--- src/hdl/tapc_pkg.sv ---
// Purpose: Shared constants and types for the test access port controller
// Assumes: Instruction and chain widths are fixed
// Notes: Identification value is arbitrary
package tapc_pkg;
    localparam int IR_W = 4;
    localparam int USR_W = 16;
    localparam int ID_W = 32;
    localparam int ID_TOP = 31;
    localparam int USR_TOP = 15;
    localparam int IR_TOP = 3;
    localparam int SAT_ONES = 5;
    localparam logic [2:0] ONES_MAX = 3'h5;
    localparam logic [2:0] ONES_ZERO = 3'h0;
    localparam logic [2:0] ONES_ONE = 3'h1;
    localparam logic [IR_W-1:0] IR_CAPTURE = 4'h1;
    localparam logic [IR_W-1:0] INSTR_EXTEST = 4'h0;
    localparam logic [IR_W-1:0] INSTR_IDCODE = 4'h1;
    localparam logic [IR_W-1:0] INSTR_SAMPLE = 4'h2;
    localparam logic [IR_W-1:0] INSTR_BYPASS = 4'hf;
    localparam logic [IR_W-1:0] HIDDEN_DEBUG_INSTR_A = 4'h8;
    localparam logic [IR_W-1:0] HIDDEN_DEBUG_INSTR_D = 4'hb;
    // Arbitrary identification value
    localparam logic [ID_W-1:0] ID_VALUE = 32'h1234_5001;
    localparam logic [USR_W-1:0] USR_RESET = 16'h0000;
    localparam logic [ID_W-1:0] ID_ZERO = 32'h0000_0000;
    localparam logic [IR_W-1:0] IR_ZERO = 4'h0;
    localparam logic BYP_CAPTURE = 1'b0;

    typedef enum logic [3:0] {
        ST_RESET, ST_IDLE, ST_SEL_DR, ST_CAP_DR, ST_SH_DR, ST_EX1_DR,
        ST_PAU_DR, ST_EX2_DR, ST_UPD_DR, ST_SEL_IR, ST_CAP_IR, ST_SH_IR,
        ST_EX1_IR, ST_PAU_IR, ST_EX2_IR, ST_UPD_IR
    } tapc_state_t;

    typedef struct packed {
        logic tck;
        logic tms;
        logic tdi;
    } tapc_pins_t;

    typedef struct packed {
        logic data;
        logic oe_n;
    } tapc_tdo_t;
endpackage

--- src/hdl/tapc_top.sv ---
// Purpose: Four-wire test access port with sixteen-state controller
// Assumes: Test clock far slower than sys_clk_in; pins synchronised here
// Notes: Debug instructions share the user chain and flag debug access
`timescale 1ns/1ps
`default_nettype none
module tapc_top
(
    input wire logic sys_clk_in,
    input wire logic reset_in,
    input wire logic ce_in,
    input wire tapc_pkg::tapc_pins_t pins_in,
    input wire logic test_port_fuse_in,
    input wire logic test_port_disable_bit_in,
    input wire logic ocd_enable_in,
    input wire logic [tapc_pkg::USR_W-1:0] dr_capture_in,
    output tapc_pkg::tapc_tdo_t tdo_out,
    output logic pullup_en_out,
    output logic pins_as_gpio_out,
    output logic [tapc_pkg::IR_W-1:0] ir_out,
    output tapc_pkg::tapc_state_t state_out,
    output logic run_idle_out,
    output logic [tapc_pkg::USR_W-1:0] dr_update_out,
    output logic dr_update_strobe_out,
    output logic debug_access_out
);
    import tapc_pkg::*;

    function automatic tapc_state_t next_state(input tapc_state_t s, input logic tms);
        case (s)
            ST_RESET: next_state = tms ? ST_RESET : ST_IDLE;
            ST_IDLE: next_state = tms ? ST_SEL_DR : ST_IDLE;
            ST_SEL_DR: next_state = tms ? ST_SEL_IR : ST_CAP_DR;
            ST_CAP_DR: next_state = tms ? ST_EX1_DR : ST_SH_DR;
            ST_SH_DR: next_state = tms ? ST_EX1_DR : ST_SH_DR;
            ST_EX1_DR: next_state = tms ? ST_UPD_DR : ST_PAU_DR;
            ST_PAU_DR: next_state = tms ? ST_EX2_DR : ST_PAU_DR;
            ST_EX2_DR: next_state = tms ? ST_UPD_DR : ST_SH_DR;
            ST_UPD_DR: next_state = tms ? ST_SEL_DR : ST_IDLE;
            ST_SEL_IR: next_state = tms ? ST_RESET : ST_CAP_IR;
            ST_CAP_IR: next_state = tms ? ST_EX1_IR : ST_SH_IR;
            ST_SH_IR: next_state = tms ? ST_EX1_IR : ST_SH_IR;
            ST_EX1_IR: next_state = tms ? ST_UPD_IR : ST_PAU_IR;
            ST_PAU_IR: next_state = tms ? ST_EX2_IR : ST_PAU_IR;
            ST_EX2_IR: next_state = tms ? ST_UPD_IR : ST_SH_IR;
            ST_UPD_IR: next_state = tms ? ST_SEL_DR : ST_IDLE;
            default: next_state = ST_RESET;
        endcase
    endfunction

    // Pin synchronisers; stage one feeds only stage two
    tapc_pins_t sync1_reg;
    tapc_pins_t sync2_reg;
    logic tck_prev_reg;
    tapc_state_t state_reg;
    logic [IR_W-1:0] ir_sr_reg;
    logic [IR_W-1:0] ir_reg;
    logic byp_reg;
    logic [ID_W-1:0] id_sr_reg;
    logic [USR_W-1:0] usr_sr_reg;
    logic [USR_W-1:0] usr_out_reg;
    logic upd_strobe_reg;
    logic tdo_reg;
    logic oe_n_reg;
    logic [2:0] ones_reg;

    wire logic port_en = test_port_fuse_in & ~test_port_disable_bit_in;
    wire logic tck_rise = ce_in & sync2_reg.tck & ~tck_prev_reg;
    wire logic tck_fall = ce_in & ~sync2_reg.tck & tck_prev_reg;
    wire logic tms = sync2_reg.tms;
    wire logic tdi = sync2_reg.tdi;
    wire logic is_debug = (ir_reg >= HIDDEN_DEBUG_INSTR_A) && (ir_reg <= HIDDEN_DEBUG_INSTR_D);
    wire logic sel_id = (ir_reg == INSTR_IDCODE);
    wire logic sel_usr = (ir_reg == INSTR_EXTEST) || (ir_reg == INSTR_SAMPLE)
        || (is_debug && ocd_enable_in);
    wire logic sel_byp = ~sel_id & ~sel_usr;
    wire logic in_sh_dr = (state_reg == ST_SH_DR);
    wire logic in_sh_ir = (state_reg == ST_SH_IR);
    wire logic dr_bit = sel_id ? id_sr_reg[0] : (sel_usr ? usr_sr_reg[0] : byp_reg);
    wire logic out_bit = in_sh_ir ? ir_sr_reg[0] : dr_bit;
    wire tapc_state_t state_next = next_state(state_reg, tms);

    // Reset by reset_in, by port disable or by TMS; there is no test reset pin
    always_ff @(posedge sys_clk_in)
    begin
        if (reset_in || !port_en)
        begin
            state_reg <= ST_RESET;
            ir_reg <= INSTR_IDCODE;
            upd_strobe_reg <= 1'b0;
        end
        else if (ce_in)
        begin
            upd_strobe_reg <= tck_rise && state_reg == ST_UPD_DR && sel_usr;
            if (tck_rise)
            begin
                state_reg <= state_next;
                if (state_reg == ST_RESET)
                    ir_reg <= INSTR_IDCODE;
                else if (state_reg == ST_UPD_IR)
                    ir_reg <= ir_sr_reg;
            end
        end
    end

    always_ff @(posedge sys_clk_in)
    begin
        if (reset_in)
        begin
            sync1_reg <= '0;
            sync2_reg <= '0;
            tck_prev_reg <= 1'b0;
        end
        else if (ce_in)
        begin
            sync1_reg <= pins_in;
            sync2_reg <= sync1_reg;
            tck_prev_reg <= sync2_reg.tck;
        end
    end

    // Instruction path: capture fixed pattern, shift LSB first
    always_ff @(posedge sys_clk_in)
    begin
        if (reset_in)
            ir_sr_reg <= IR_ZERO;
        else if (tck_rise && state_reg == ST_CAP_IR)
            ir_sr_reg <= IR_CAPTURE;
        else if (tck_rise && in_sh_ir)
            ir_sr_reg <= {tdi, ir_sr_reg[IR_TOP:1]};
    end

    // Data paths: only the selected register moves
    always_ff @(posedge sys_clk_in)
    begin
        if (reset_in)
        begin
            byp_reg <= BYP_CAPTURE;
            id_sr_reg <= ID_ZERO;
            usr_sr_reg <= USR_RESET;
        end
        else if (tck_rise && state_reg == ST_CAP_DR)
        begin
            if (sel_byp)
                byp_reg <= BYP_CAPTURE;
            if (sel_id)
                id_sr_reg <= ID_VALUE;
            if (sel_usr)
                usr_sr_reg <= dr_capture_in;
        end
        else if (tck_rise && in_sh_dr)
        begin
            if (sel_byp)
                byp_reg <= tdi;
            if (sel_id)
                id_sr_reg <= {tdi, id_sr_reg[ID_TOP:1]};
            if (sel_usr)
                usr_sr_reg <= {tdi, usr_sr_reg[USR_TOP:1]};
        end
    end

    // Parallel output is held through shifting so the pins see no ripple
    always_ff @(posedge sys_clk_in)
    begin
        if (reset_in)
            usr_out_reg <= USR_RESET;
        else if (tck_rise && state_reg == ST_UPD_DR && sel_usr)
            usr_out_reg <= usr_sr_reg;
    end

    // TDO moves on falling TCK so the host samples a settled bit
    always_ff @(posedge sys_clk_in)
    begin
        if (reset_in || !port_en)
        begin
            tdo_reg <= 1'b0;
            oe_n_reg <= 1'b1;
        end
        else if (tck_fall)
        begin
            tdo_reg <= out_bit;
            oe_n_reg <= ~(in_sh_dr | in_sh_ir);
        end
    end

    // Consecutive TMS-high count, watched by a check only
    always_ff @(posedge sys_clk_in)
    begin
        if (reset_in || !port_en)
            ones_reg <= ONES_ZERO;
        else if (tck_rise)
            ones_reg <= !tms ? ONES_ZERO : (ones_reg == ONES_MAX ? ONES_MAX : ones_reg + ONES_ONE);
    end

    assign tdo_out.data = tdo_reg;
    assign tdo_out.oe_n = oe_n_reg;
    assign pullup_en_out = port_en;
    assign pins_as_gpio_out = ~port_en;
    assign ir_out = ir_reg;
    assign state_out = state_reg;
    assign run_idle_out = (state_reg == ST_IDLE);
    assign dr_update_out = usr_out_reg;
    assign dr_update_strobe_out = upd_strobe_reg;
    assign debug_access_out = is_debug & ocd_enable_in;
endmodule
`default_nettype wire

--- config.mk ---
export PLATFORM = sky130hd
export DESIGN_NAME = tapc_top
export DESIGN_NICKNAME = d
export VERILOG_FILES = /design/src/hdl/tapc_pkg.sv /design/src/hdl/tapc_top.sv
export SDC_FILE = /design/constraint.sdc
export NUM_CORES = 1
export LEC_CHECK = 0
export BUFFER_PORTS_ARGS = -buffer_cell sky130_fd_sc_hd__clkbuf_2
export CORE_MARGIN = 2
export CORE_UTILIZATION = 50
export DETAILED_ROUTE_END_ITERATION = 8
export PLACE_DENSITY_LB_ADDON = 0.1
export SLEW_MARGIN = 20
export SYNTH_ARGS = -nofsm -noshare
export SYNTH_HDL_FRONTEND = slang
export SYNTH_SLANG_ARGS = --single-unit
--- constraint.sdc ---
create_clock -name sys_clk_in -period 2 [get_ports sys_clk_in]
set_input_delay 0.4 -clock sys_clk_in [delete_from_list [all_inputs] [get_ports sys_clk_in]]
set_output_delay 0.4 -clock sys_clk_in [all_outputs]
set_load 0.01 [all_outputs]
# --- Word level (Yosys, flattened, before mapping) ---
# Index checks and enable logic that the tools add are counted.
word_totals:
  rom_bits: 0
  reg_bits: 87
  out_inout_bits: 31
  latch_bits: 0
  ramBits: 0
  mem_count: 0
  in_bits: 25
classes:
  eq_ne: 23
  mul: 0
  bitwise: 15
  div: 0
  shifts: 0
  reduce_logical: 26
  mux: 32
  n_lt_le_gt_ge: 2
  n_addsub: 0
op_table:
  columns: ["operator", "n"]
  rows:
  - ["$mux W32", 4]
  - ["$mux W16", 4]
  - ["$pmux W4 S12", 1]
  - ["$eq A4 B4 Y1 const B", 8]
  - ["$mux W4", 6]
  - ["$eq A4 B3 Y1 const B", 4]
  - ["$eq A4 B2 Y1 const B", 3]
  - ["$mux W1", 12]
  - ["$ne A2 B2 Y1 const B", 6]
  - ["$reduce_and A3 Y1", 4]
  - ["$eq A4 B1 Y1 const B", 2]
  - ["$logic_and A1 B1 Y1", 8]
  - ["$logic_not A4 Y1", 2]
  - ["$and A1 B1 Y1", 7]
  - ["$not A1 Y1", 7]
  - ["$mux W2", 3]
  - ["$mux W3", 2]
  - ["$reduce_bool A2 Y1", 3]
  - ["$reduce_or A2 Y1", 3]
  - ["$ge A4 B4 Y1 const B", 1]
  - ["$le A4 B4 Y1 const B", 1]
  - ["$logic_or A1 B1 Y1", 3]
  - ["$reduce_or A3 Y1", 1]
  - ["$reduce_and A2 Y1", 1]
  - ["2 further kinds", 2]

# --- Longest topological paths before layout ---
# Gate-level depths: netlist of run 1.
depth:
  word_depth: 9
  mapped_depth: 7
  depth_no_buf: 4

# --- Worst setup path after synthesis of run 1 ---
# OpenSTA, ideal clock, no wires.
synth_path:
  kind: "register to register"
  from: "register state_reg[3] (netlist: state_out[3])"
  to: "register usr_out_reg[10] (netlist: dr_update_out[10])"
  stages_incl_launch_ff: 6
  arrival_time_ps: 2072
  n_path_buf: 1
  slack_ps: -200
  t_required_ps: 1872
  path_cell_list: "dfxtp_1 or4b_1 a2111oi_4 buf_6 mux2i_1 nor2_1"
synth_between:
  elab_chain_cells: 3
synth_lines:
  columns: ["item", "line", "text"]
  rows:
  - ["start, declared", "tapc_top.sv:54", "tapc_state_t state_reg;"]
  - ["start signal, assigned", "tapc_top.sv:96", "state_reg <= state_next;"]
  - ["$eq A4 B4 Y1", "tapc_top.sv:166", "else if (tck_rise && state_reg == ST_UPD_DR && sel_usr)"]
  - ["$logic_and A1 B1 Y1 (2 in a row)", "tapc_top.sv:166", null]
  - ["end signal, assigned", "tapc_top.sv:167", "usr_out_reg <= usr_sr_reg;"]
  - ["end, declared", "tapc_top.sv:60", "logic [USR_W-1:0] usr_out_reg;"]
# Every way passes these cells.
# A chain may end at the register's enable or synchronous reset.

# --- Worst setup path in the final report of run 1 ---
layout_path:
  from: "register state_reg[1] (netlist: state_out[1])"
  to: "register id_sr_reg[26]"
layout_between:
  elab_chain_cells: 4
  word_cells_on_any_way: 9
layout_lines:
  columns: ["item", "line", "text"]
  rows:
  - ["$eq A4 B3 Y1 / $eq A4 B2 Y1 (equally long branches)", "tapc_top.sv:76, tapc_top.sv:141", null]
  - ["$logic_and A1 B1 Y1 (on tied branches)", "tapc_top.sv:150, tapc_top.sv:141", null]
  - ["$ne A2 B2 Y1 (no source line) / $reduce_bool A2 Y1 (equally long branches)", null, null]
  - ["$reduce_and A3 Y1 (no source line)", null, null]
  - ["end signal, assigned", "tapc_top.sv:155", "id_sr_reg <= {tdi, id_sr_reg[ID_TOP:1]};"]
  - ["end, declared", "tapc_top.sv:58", "logic [ID_W-1:0] id_sr_reg;"]
# Several ways; a longest one is shown, not always the timed one.

==> results of run 1 <==
-- stage by stage --
stage / area [sq um] / utilization [%] / setup TNS, ns
after global routing: 4500 / 61.8 / 0
after floorplan: 3790 / - / -0.351
final: 4500 / 61.8 / 0
after global placement: 4230 / 57.9 / 0
after CTS: 4440 / 60.9 / 0
after detailed placement: 4230 / 57.9 / 0
-- worst register-to-register path, cell delays in order (launching register included) --
cell	delay (ns)
dfxtp_1	0.39
buf_8	0.18
nand3b_1	0.24
a2111oi_4	0.40
buf_4	0.19
clkbuf_16	0.17
nand3_1	0.08
a21oi_1	0.17
-- cells in the mapped netlist, drive strengths merged, types with 3 or more instances --
| library cell | n |
|---|---|
| nor3 | 19 |
| clkbuf | 32 |
| a311oi | 16 |
| a2111oi | 4 |
| a21oi | 49 |
| nand2 | 64 |
| and3b | 3 |
| nor2 | 43 |
| or4b | 3 |
| o21ai | 10 |
| dfxtp | 87 |
| o211ai | 3 |
| inv | 6 |
| buf | 9 |
| nand3 | 25 |
| nor2b | 6 |
| mux2i | 25 |
| a22oi | 3 |
-- logic make-up after synthesis --
family,after synthesis,synth area share (%)
AO/OA/AOI/OAI,101,18.5
buffers and inverters,47,5.21
flip-flops,87,46.2
multiplexers,25,6.64
AND/OR/NAND/NOR,185,23.5
-- layout make-up --
type | count | area share [%]
clock buffer | 12 | 3.67
timing repair buffer | 77 | 11.9
multi-input combinational | 311 | 41.3
inverter | 6 | 0.500
tap | 99 | 2.75
clock inverter | 4 | 1.17
sequential | 87 | 38.7
-- repair_timing --
item                       CTS  global route
hold endpoints to repair     0             0
hold buffers                 0             0
buffers inserted             0             1
setup endpoints to repair    0             4
gates resized for setup      0             8
-- worst paths after layout --
path,start,endpoint,slack [ns],depth (start not counted)
setup / recovery,state_out[1],id_sr_reg[26],0.11,7
hold / removal,pins_in[0],sync1_reg[0],0.28,3
setup reg to reg,state_out[1],id_sr_reg[26],0.11,7
hold reg to reg,id_sr_reg[4],id_sr_reg[4],0.45,2
-- per-layer routing --
metal / global-route usage (%) / up-vias / part of all wire (%)
met1: 27.6 / 1533 / 50
met2: 32.2 / 79 / 45
met5: 0 / - / 0
met3: 5.09 / 2 / 4.5
li1: - / 1676 / -
met4: 5.18 / 0 / 0.29
-- power groups by stage --
stage	registers, uW	clock network, uW	logic (uW)
after floorplan	1780	0	49.4
after global placement	1780	0	90.4
after detailed placement	1780	0	91.2
after CTS	1740	1330	91.7
after global routing	1740	1390	102
final	1740	1290	90.8
==> flow_metrics.tcl, run 1 <==
set metrics [dict create \
    grt_pass1_wl_microns 13800 \
    wl_per_cell_microns 13.9 \
    setup_ws_ns 0.113 \
    status "completed" \
    rsz0062_at_grt "false" \
    crit_required_ns 2.28 \
    io_buffers 55 \
    startpoint_type "flip-flop" \
    largest_reg_flops 32 \
    clock_path_buffers 2 \
    ant_nets 0 \
    path_max_fanout 21 \
    irDropWorstVdd_v 0.000549 \
    drv_cap 0 \
    power_leakage_uw 0.00157 \
    ys_types 50 \
    critical_path.top_delay_family "compound AO/OA/AOI/OAI gates" \
    p_sw_uw 663 \
    p_int_uw 2460 \
    drive_above_1_share_pct 21.7 \
    postSynthAreaPerCell_sq_um 8.47 \
    finalPower_uw 3120 \
    final_common_cell "dfxtp_1" \
    crit_arrival_ns 2.17 \
    core-area_sq_um 7290 \
    hold_class "in2reg" \
    vias 3290 \
    fmax_mhz 530 \
    place_congestion 0.767 \
    grt_pass1_vias 3012 \
    die_y_microns 90.8 \
    slowest_delay_ns 0.40 \
    clk_pin_slew_ns 0.08 \
    area_growth_pct 19.5 \
    fillerInstances 688 \
    htree_levels 3 \
    dp_cells 578 \
    grt.overflow.total 0 \
    pwr-share-seq_pct 55.8 \
    layoutNonFillerInstCount 596 \
    cts_num_sinks 87 \
    path_class "reg2reg" \
    synthArstFlopShare_pct 0 \
    skew_ns 0.00742 \
    seq_area_frac_synth_pct 46.2 \
    syn_area_sq_um 3770 \
    clockPowerShare_pct 41.2 \
    synthesis.nets 470 \
    cts_tree "done" \
    regArea_sq_um 1740 \
    antenna_found_initial 0 \
    fin_hold_ws_ns 0.282 \
    finalMaxSlewViolations 0 \
    viasPerCell 5.52 \
    p_per_area_nw_per_um2 693 \
    firstDrtPassIters 4 \
    die_w_microns 90.8 \
    hold_viol 0 \
    io_pins 56 \
    detail_route.wirelength_microns 8270 \
    p_sw_share_pct 21.3 \
    path_buf_inv 3 \
    most-common-layout-cells "85 x dfxtp_1, 64 x nand2_1, 55 x clkbuf_2" \
    cts_root_buf "clkbuf_8" \
    start_util_pct 51.7 \
    multi_input_area_sq_um 1860 \
    slew_headroom_pct 50.7 \
    synth_ff_type "dfxtp_1" \
    std_cell_rows 31 \
    grt_start_max_net_pins 76 \
    yosys-top-cells-area "dfxtp_1 46%, mux2i_1 6.6%, a21oi_1 6.5%" \
    cts_buffers 9 \
    synth-seq-cells 87 \
    clock_latency_ns 0.35 \
    pwr-share-comb_pct 2.9 \
    ys.warnings.count 0 \
    cpMaxStageDelayCell "a2111oi_4" \
    worst_pin_slew_ns 0.739 \
    dpl.hpwl_microns 5220 \
    track_usage_pct 20.2 \
    setup_viol 0 \
    syn_inst 445 \
    diodes 0 \
    cp_cell_sequence "buf_8 -> nand3b_1 -> a2111oi_4 -> buf_4 -> clkbuf_16 -> nand3_1 -> a21oi_1" \
    yosys.area.top_type "dfxtp_1" \
    drtIter0Drc 181 \
    fin_crit_ns 1.89 \
    post-route-drc-count 0 \
    fin_crit_sh_pct 94.3 \
    yosysTopAreaCellShare_pct 46.2 \
    dieArea_sq_um 8250 \
    dpl_worst_slack_ns 0.0649 \
    synth_enable_flop_cells 0 \
    final_nets 517 \
    critPathCaptureType "flip-flop" \
]
(Power assumes the default switching activity.)
==> inputs of run 2 (changes only) <==
==> constraint.sdc (replaced) <==
create_clock -name sys_clk_in -period 2.1 [get_ports sys_clk_in]
set_input_delay 0.42 -clock sys_clk_in [delete_from_list [all_inputs] [get_ports sys_clk_in]]
set_output_delay 0.42 -clock sys_clk_in [all_outputs]
set_load 0.01 [all_outputs]
==> run 2 against run 1 <==
- flip-flop and latch count unchanged
- sequential power down 5%
- sequential share of layout area up 0.62 points
- worst hold slack better by 0.019 ns
- wire length down 0.13%
- critical endpoint is now byp_reg
- largest power group unchanged
==> flow_metrics.tcl, run 2 (synthesized netlist as in run 1, its figures left out) <==
set metrics [dict create \
    antenna_found_initial 0 \
    clockPowerShare_pct 42.3 \
    p_sw_uw 664 \
    dpl_worst_slack_ns 0.132 \
    irDropWorstVdd_v 0.000400 \
    wl_per_cell_microns 14.0 \
    htree_levels 3 \
    power_leakage_uw 0.00153 \
    rsz0062_at_grt "false" \
    crit_required_ns 2.38 \
    crit_arrival_ns 2.22 \
    p_int_uw 2360 \
    post_cts_buffers 0 \
    diodes 0 \
    final_nets 513 \
    slew_headroom_pct 71.1 \
    dpl_cell_area_sq_um 4210 \
    firstDrtPassIters 4 \
    cts_buffers 9 \
    start_util_pct 51.7 \
    core-area_sq_um 7290 \
    viasPerCell 5.53 \
    min-delay-start "dr_capture_in[7]" \
    hold_viol 0 \
    post-route-drc-count 0 \
    holdPathEnd "usr_sr_reg[7]" \
    p_sw_share_pct 21.9 \
    rr_startpoint "state_out[0]" \
    busiest_layer "met2" \
    critPathCaptureType "flip-flop" \
    detail_route.wirelength_microns 8260 \
    dpl.hpwl_microns 5210 \
    hold_class "in2reg" \
    grt_start_max_net_pins 76 \
    whs_path_depth 3 \
    status "completed" \
    path_max_fanout 4 \
    use_met1_pct 27.9 \
    finalMaxSlewViolations 0 \
    clock_latency_ns 0.35 \
    pwr-share-comb_pct 2.9 \
    place_congestion 0.776 \
    fmax_mhz 516 \
    final_common_cell "dfxtp_1" \
    reg2reg_to "byp_reg" \
    grt.overflow.total 0 \
    reg2reg_setup_slack_ns 0.16 \
    worst_pin_slew_ns 0.434 \
    dieArea_sq_um 8250 \
    track_usage_pct 20.0 \
    grt_pass1_vias 2959 \
    area_growth_pct 17.5 \
    cts_root_buf "clkbuf_8" \
    fin_crit_ns 1.94 \
    std_cell_rows 31 \
    setup_tns_ns 0 \
    cts_num_sinks 87 \
    vias 3266 \
    fin_util_pct 60.8 \
    fin_crit_sh_pct 92.3 \
    post-route-cell-area_sq_um 4430 \
    p_per_area_nw_per_um2 683 \
    cts_tree "done" \
    gr-usage-met2_pct 31.4 \
    die_w_microns 90.8 \
    clock_path_buffers 2 \
    pwr-share-seq_pct 54.8 \
    clk_pin_slew_ns 0.09 \
    die_y_microns 90.8 \
    grt_pass1_wl_microns 13800 \
    drtIter0Drc 230 \
    setup_viol 0 \
    most-common-layout-cells "86 x dfxtp_1, 64 x nand2_1, 55 x clkbuf_2" \
    drive_above_1_share_pct 20.3 \
    setup_ws_ns 0.161 \
    ctsHoldBuffers 0 \
    met3_usage_pct 3.26 \
    startpoint_type "flip-flop" \
    ant_nets 0 \
    drv_cap 0 \
    skew_ns 0.0152 \
    path_class "reg2reg" \
    io_buffers 55 \
    io_pins 56 \
    ff2ff_path_depth 4 \
    largest_reg_flops 32 \
]
==> run 2: timing repair <==
action | 4_1_cts | 5_1_grt
endpoints found under the setup margin | 0 | 1
gates resized for setup | 0 | 1
hold endpoints to repair | 0 | 0
==> run 2: per-stage QoR <==
stage	hold WS, ns	total power [uW]	cells
floorplan	0.432	1740	445
CTS	0.289	3050	591
global route	0.300	3120	591
finish	0.301	3030	591
global placement	0.439	1780	576
detailed placement	0.445	1790	576
==> run 2: worst max-delay path by stage <==
stage               cells past startpoint                to          from
floorplan                               6    usr_sr_reg[11]  state_out[2]
global placement                        6     usr_sr_reg[7]         ce_in
detailed placement                      6    usr_sr_reg[14]         ce_in
CTS                                     5     usr_sr_reg[2]  state_out[2]
global route                            6  dr_update_out[8]  state_out[2]
finish                                  4           byp_reg  state_out[0]
==> run 2: area by class of cell <==
| type | count | area [sq um] |
|---|---|---|
| fill | 687 | 2860 |
| multi-input combinational | 311 | 1850 |
| sequential | 87 | 1740 |
| timing repair buffer | 73 | 473 |
| clock buffer | 9 | 124 |
| tap | 99 | 124 |
| clock inverter | 6 | 93.8 |
| inverter | 6 | 22.5 |
==> run 2: critical path, stage by stage, from the launching register on <==
cell and delay (ns):
dfxtp_1 0.33, or3b_2 0.57, a211o_1 0.34, or4_1 0.50
a21oi_1 0.13
==> run 2: metal layers <==
| metal | wire, microns | part of all wire (%) |
|---|---|---|
| met5 | 0 | 0 |
| met4 | 111 | 1.3 |
| met3 | 338 | 4.1 |
| met2 | 3630 | 44 |
| met1 | 4180 | 51 |
==> run 2: power groups by stage <==
stage          Sequential, uW  Combinational [uW]  Clock, uW
2_1_floorplan            1700                47.1          0
3_3_place_gp             1700                86.1          0
3_5_place_dp             1700                86.9          0
4_1_cts                  1660                86.8       1300
5_1_grt                  1660                95.8       1360
6_report                 1660                86.4       1280
==> inputs of run 3 (changes only) <==
--- a/config.mk
+++ b/config.mk
@@ -5,11 +5,12 @@
 export SDC_FILE = /design/constraint.sdc
 export NUM_CORES = 1
 export LEC_CHECK = 0
+export ABC_AREA = 1
 export BUFFER_PORTS_ARGS = -buffer_cell sky130_fd_sc_hd__clkbuf_2
 export CORE_MARGIN = 2
 export CORE_UTILIZATION = 50
 export DETAILED_ROUTE_END_ITERATION = 8
-export PLACE_DENSITY_LB_ADDON = 0.1
+export PLACE_DENSITY = 0.73
 export SLEW_MARGIN = 20
 export SYNTH_ARGS = -nofsm -noshare
 export SYNTH_HDL_FRONTEND = slang
==> run 3 against run 2 <==
- die area is 1.7% higher
- count of clock-buffer cells in the layout stayed put
- final cell count is 15% higher
- synthesized cell count is 19% higher
- wire length hardly changed
- worst hold slack better by 0.0017 ns
- largest cell class is now flip-flops and latches
- clock skew is 0.0081 ns lower
- combinational power is 16% higher
- sequential share of layout area is 1.4 points higher
- sequential power hardly changed
- maximum frequency is 3.0% higher
- clock power is 18% lower
- critical path type is now reg2out
==> flow_metrics.tcl, run 3 <==
set metrics [dict create \
    clock_latency_ns 0.35 \
    final_nets 599 \
    rr_startpoint "state_out[2]" \
    vias 3411 \
    ctsHoldBuffers 0 \
    synth_enable_flop_cells 0 \
    hold_class "in2reg" \
    ys_types 32 \
    die_w_microns 91.6 \
    post-route-cell-area_sq_um 4270 \
    post_cts_buffers 0 \
    critPathCaptureType "output port" \
    wl_per_cell_microns 12.2 \
    fillerInstances 702 \
    viasPerCell 5.03 \
    reg2reg_setup_slack_ns 0.32 \
    irDropWorstVdd_v 0.000567 \
    track_usage_pct 20.3 \
    fin_hold_ws_ns 0.303 \
    firstDrtPassIters 4 \
    yosysMostFrequentCell "nand2_1" \
    cts_num_sinks 87 \
    start_util_pct 52.3 \
    hold_viol 0 \
    ff2ff_path_depth 8 \
    synth-seq-cells 87 \
    crit_top_cell "inv_1" \
    synthesis.nets 556 \
    crit_arrival_ns 1.46 \
    postSynthAreaPerCell_sq_um 7.23 \
    layoutNonFillerInstCount 678 \
    slew_headroom_pct 59.4 \
    yosysTopAreaCellShare_pct 45.4 \
    yosys.area.top_type "dfxtp_1" \
    crit_required_ns 1.68 \
    final_common_cell "nand2_1" \
    rsz0062_at_grt "false" \
    clk_pin_slew_ns 0.08 \
    fmax_mhz 531 \
    slowest_delay_ns 0.46 \
    min-delay-start "pins_in[1]" \
    std_cell_rows 31 \
    power_leakage_uw 0.00169 \
    drtIter0Drc 189 \
    reg2reg_to "usr_sr_reg[13]" \
    io_buffers 55 \
    status "completed" \
    drv_cap 0 \
    grt.overflow.total 0 \
    diodes 0 \
    grt_pass1_vias 3029 \
    grt_pass1_wl_microns 13800 \
    syn_inst 531 \
    finalMaxSlewViolations 0 \
    startpoint_type "flip-flop" \
    core-area_sq_um 7330 \
    cpMaxStageDelayCell "dfxtp_1" \
    ctsResizeCount 0 \
    setup_tns_ns 0 \
    largest_reg_flops 32 \
    drive_above_1_share_pct 16.6 \
    most-common-layout-cells "165 x nand2_1, 87 x dfxtp_1, 82 x a21oi_1" \
    setup_viol 0 \
    worst_pin_slew_ns 0.608 \
    fin_crit_ns 1.88 \
    synthArstFlopShare_pct 0 \
    path_max_fanout 7 \
    ys.warnings.count 0 \
    clock_path_buffers 2 \
    cts_root_buf "clkbuf_8" \
    cts_tree "done" \
    yosys-top-cells-count "165 x nand2_1, 87 x dfxtp_1, 82 x a21oi_1, 39 x inv_1, 34 x o21ai_0" \
    p_per_area_nw_per_um2 659 \
    cp_cell_sequence "inv_1 -> nor2_1 -> nand2_1 -> inv_1 -> clkbuf_2" \
    area_growth_pct 11.3 \
    dpl_cell_area_sq_um 4090 \
    die_y_microns 91.6 \
    dpl.hpwl_microns 5660 \
    syn_area_sq_um 3840 \
    holdPathEnd "sync1_reg[1]" \
    antenna_found_initial 0 \
    whs_path_depth 3 \
    grt_start_max_net_pins 42 \
    seq_area_frac_synth_pct 45.4 \
    post-route-drc-count 0 \
    path_class "reg2out" \
    htree_levels 3 \
    detail_route.wirelength_microns 8260 \
    dp_cells 662 \
    dieArea_sq_um 8390 \
    synth_ff_type "dfxtp_1" \
    yosys-top-cells-area "dfxtp_1 45%, nand2_1 16%, a21oi_1 11%" \
    io_pins 56 \
    cts_buffers 9 \
    place_congestion 0.922 \
    ant_nets 0 \
    fin_crit_sh_pct 89.6 \
    skew_ns 0.00705 \
]
## run 3: worst max-delay path by stage
stage / start / end / slack (ns)
after global routing: state_out[0] / run_idle_out / 0.09
final: state_out[0] / run_idle_out / 0.22
after CTS: state_out[0] / run_idle_out / 0.21
after floorplan: ce_in / dr_update_out[10] / 0.55
after global placement: ce_in / id_sr_reg[0] / 0.35
after detailed placement: ce_in / id_sr_reg[12] / 0.29
## run 3: where the power goes
part           switching (uW)  internal, uW
clock                     612           439
combinational            67.2          32.8
sequential               6.95          1660
## run 3: cells by family after synthesis
logic type	Yosys count	share of synthesized area [%]
simple gates	244	28.2
buf+inv	75	9.91
compound gates	125	16.5
flops	87	45.4
## run 3: cell type report
| class | count | area [sq um] | share of cell area (%) |
|---|---|---|---|
| Multi-Input combinational cell | 369 | 1720 | 40.1 |
| Sequential cell | 87 | 1740 | 40.8 |
| Clock buffer | 9 | 124 | 2.90 |
| Timing Repair Buffer | 61 | 320 | 7.50 |
| Inverter | 46 | 193 | 4.51 |
| Tap cell | 99 | 124 | 2.90 |
| Clock inverter | 7 | 55.1 | 1.29 |
## run 3: routing by layer
layer  track usage [%]  part of all wire, %
met1              28.5                   48
met3              5.81                  5.3
met5                 0                    0
met2              31.3                   46
met4              3.79                 0.82
## run 3: per-stage QoR
stage	power (uW)	setup slack, ns	utilization (%)
after CTS	2850	0.211	58.3
after global placement	1800	0.346	55.8
after global routing	2930	0.0887	58.3
after floorplan	1760	0.546	-
final	2810	0.218	58.3
after detailed placement	1800	0.295	55.8
## run 3: critical path, delay by kind of cell (launching register included)
| family | cells | cell delay, ns |
|---|---|---|
| flip-flops | 1 | 0.46 |
| AND/OR/NAND/NOR | 2 | 0.33 |
| buffers and inverters | 3 | 0.32 |
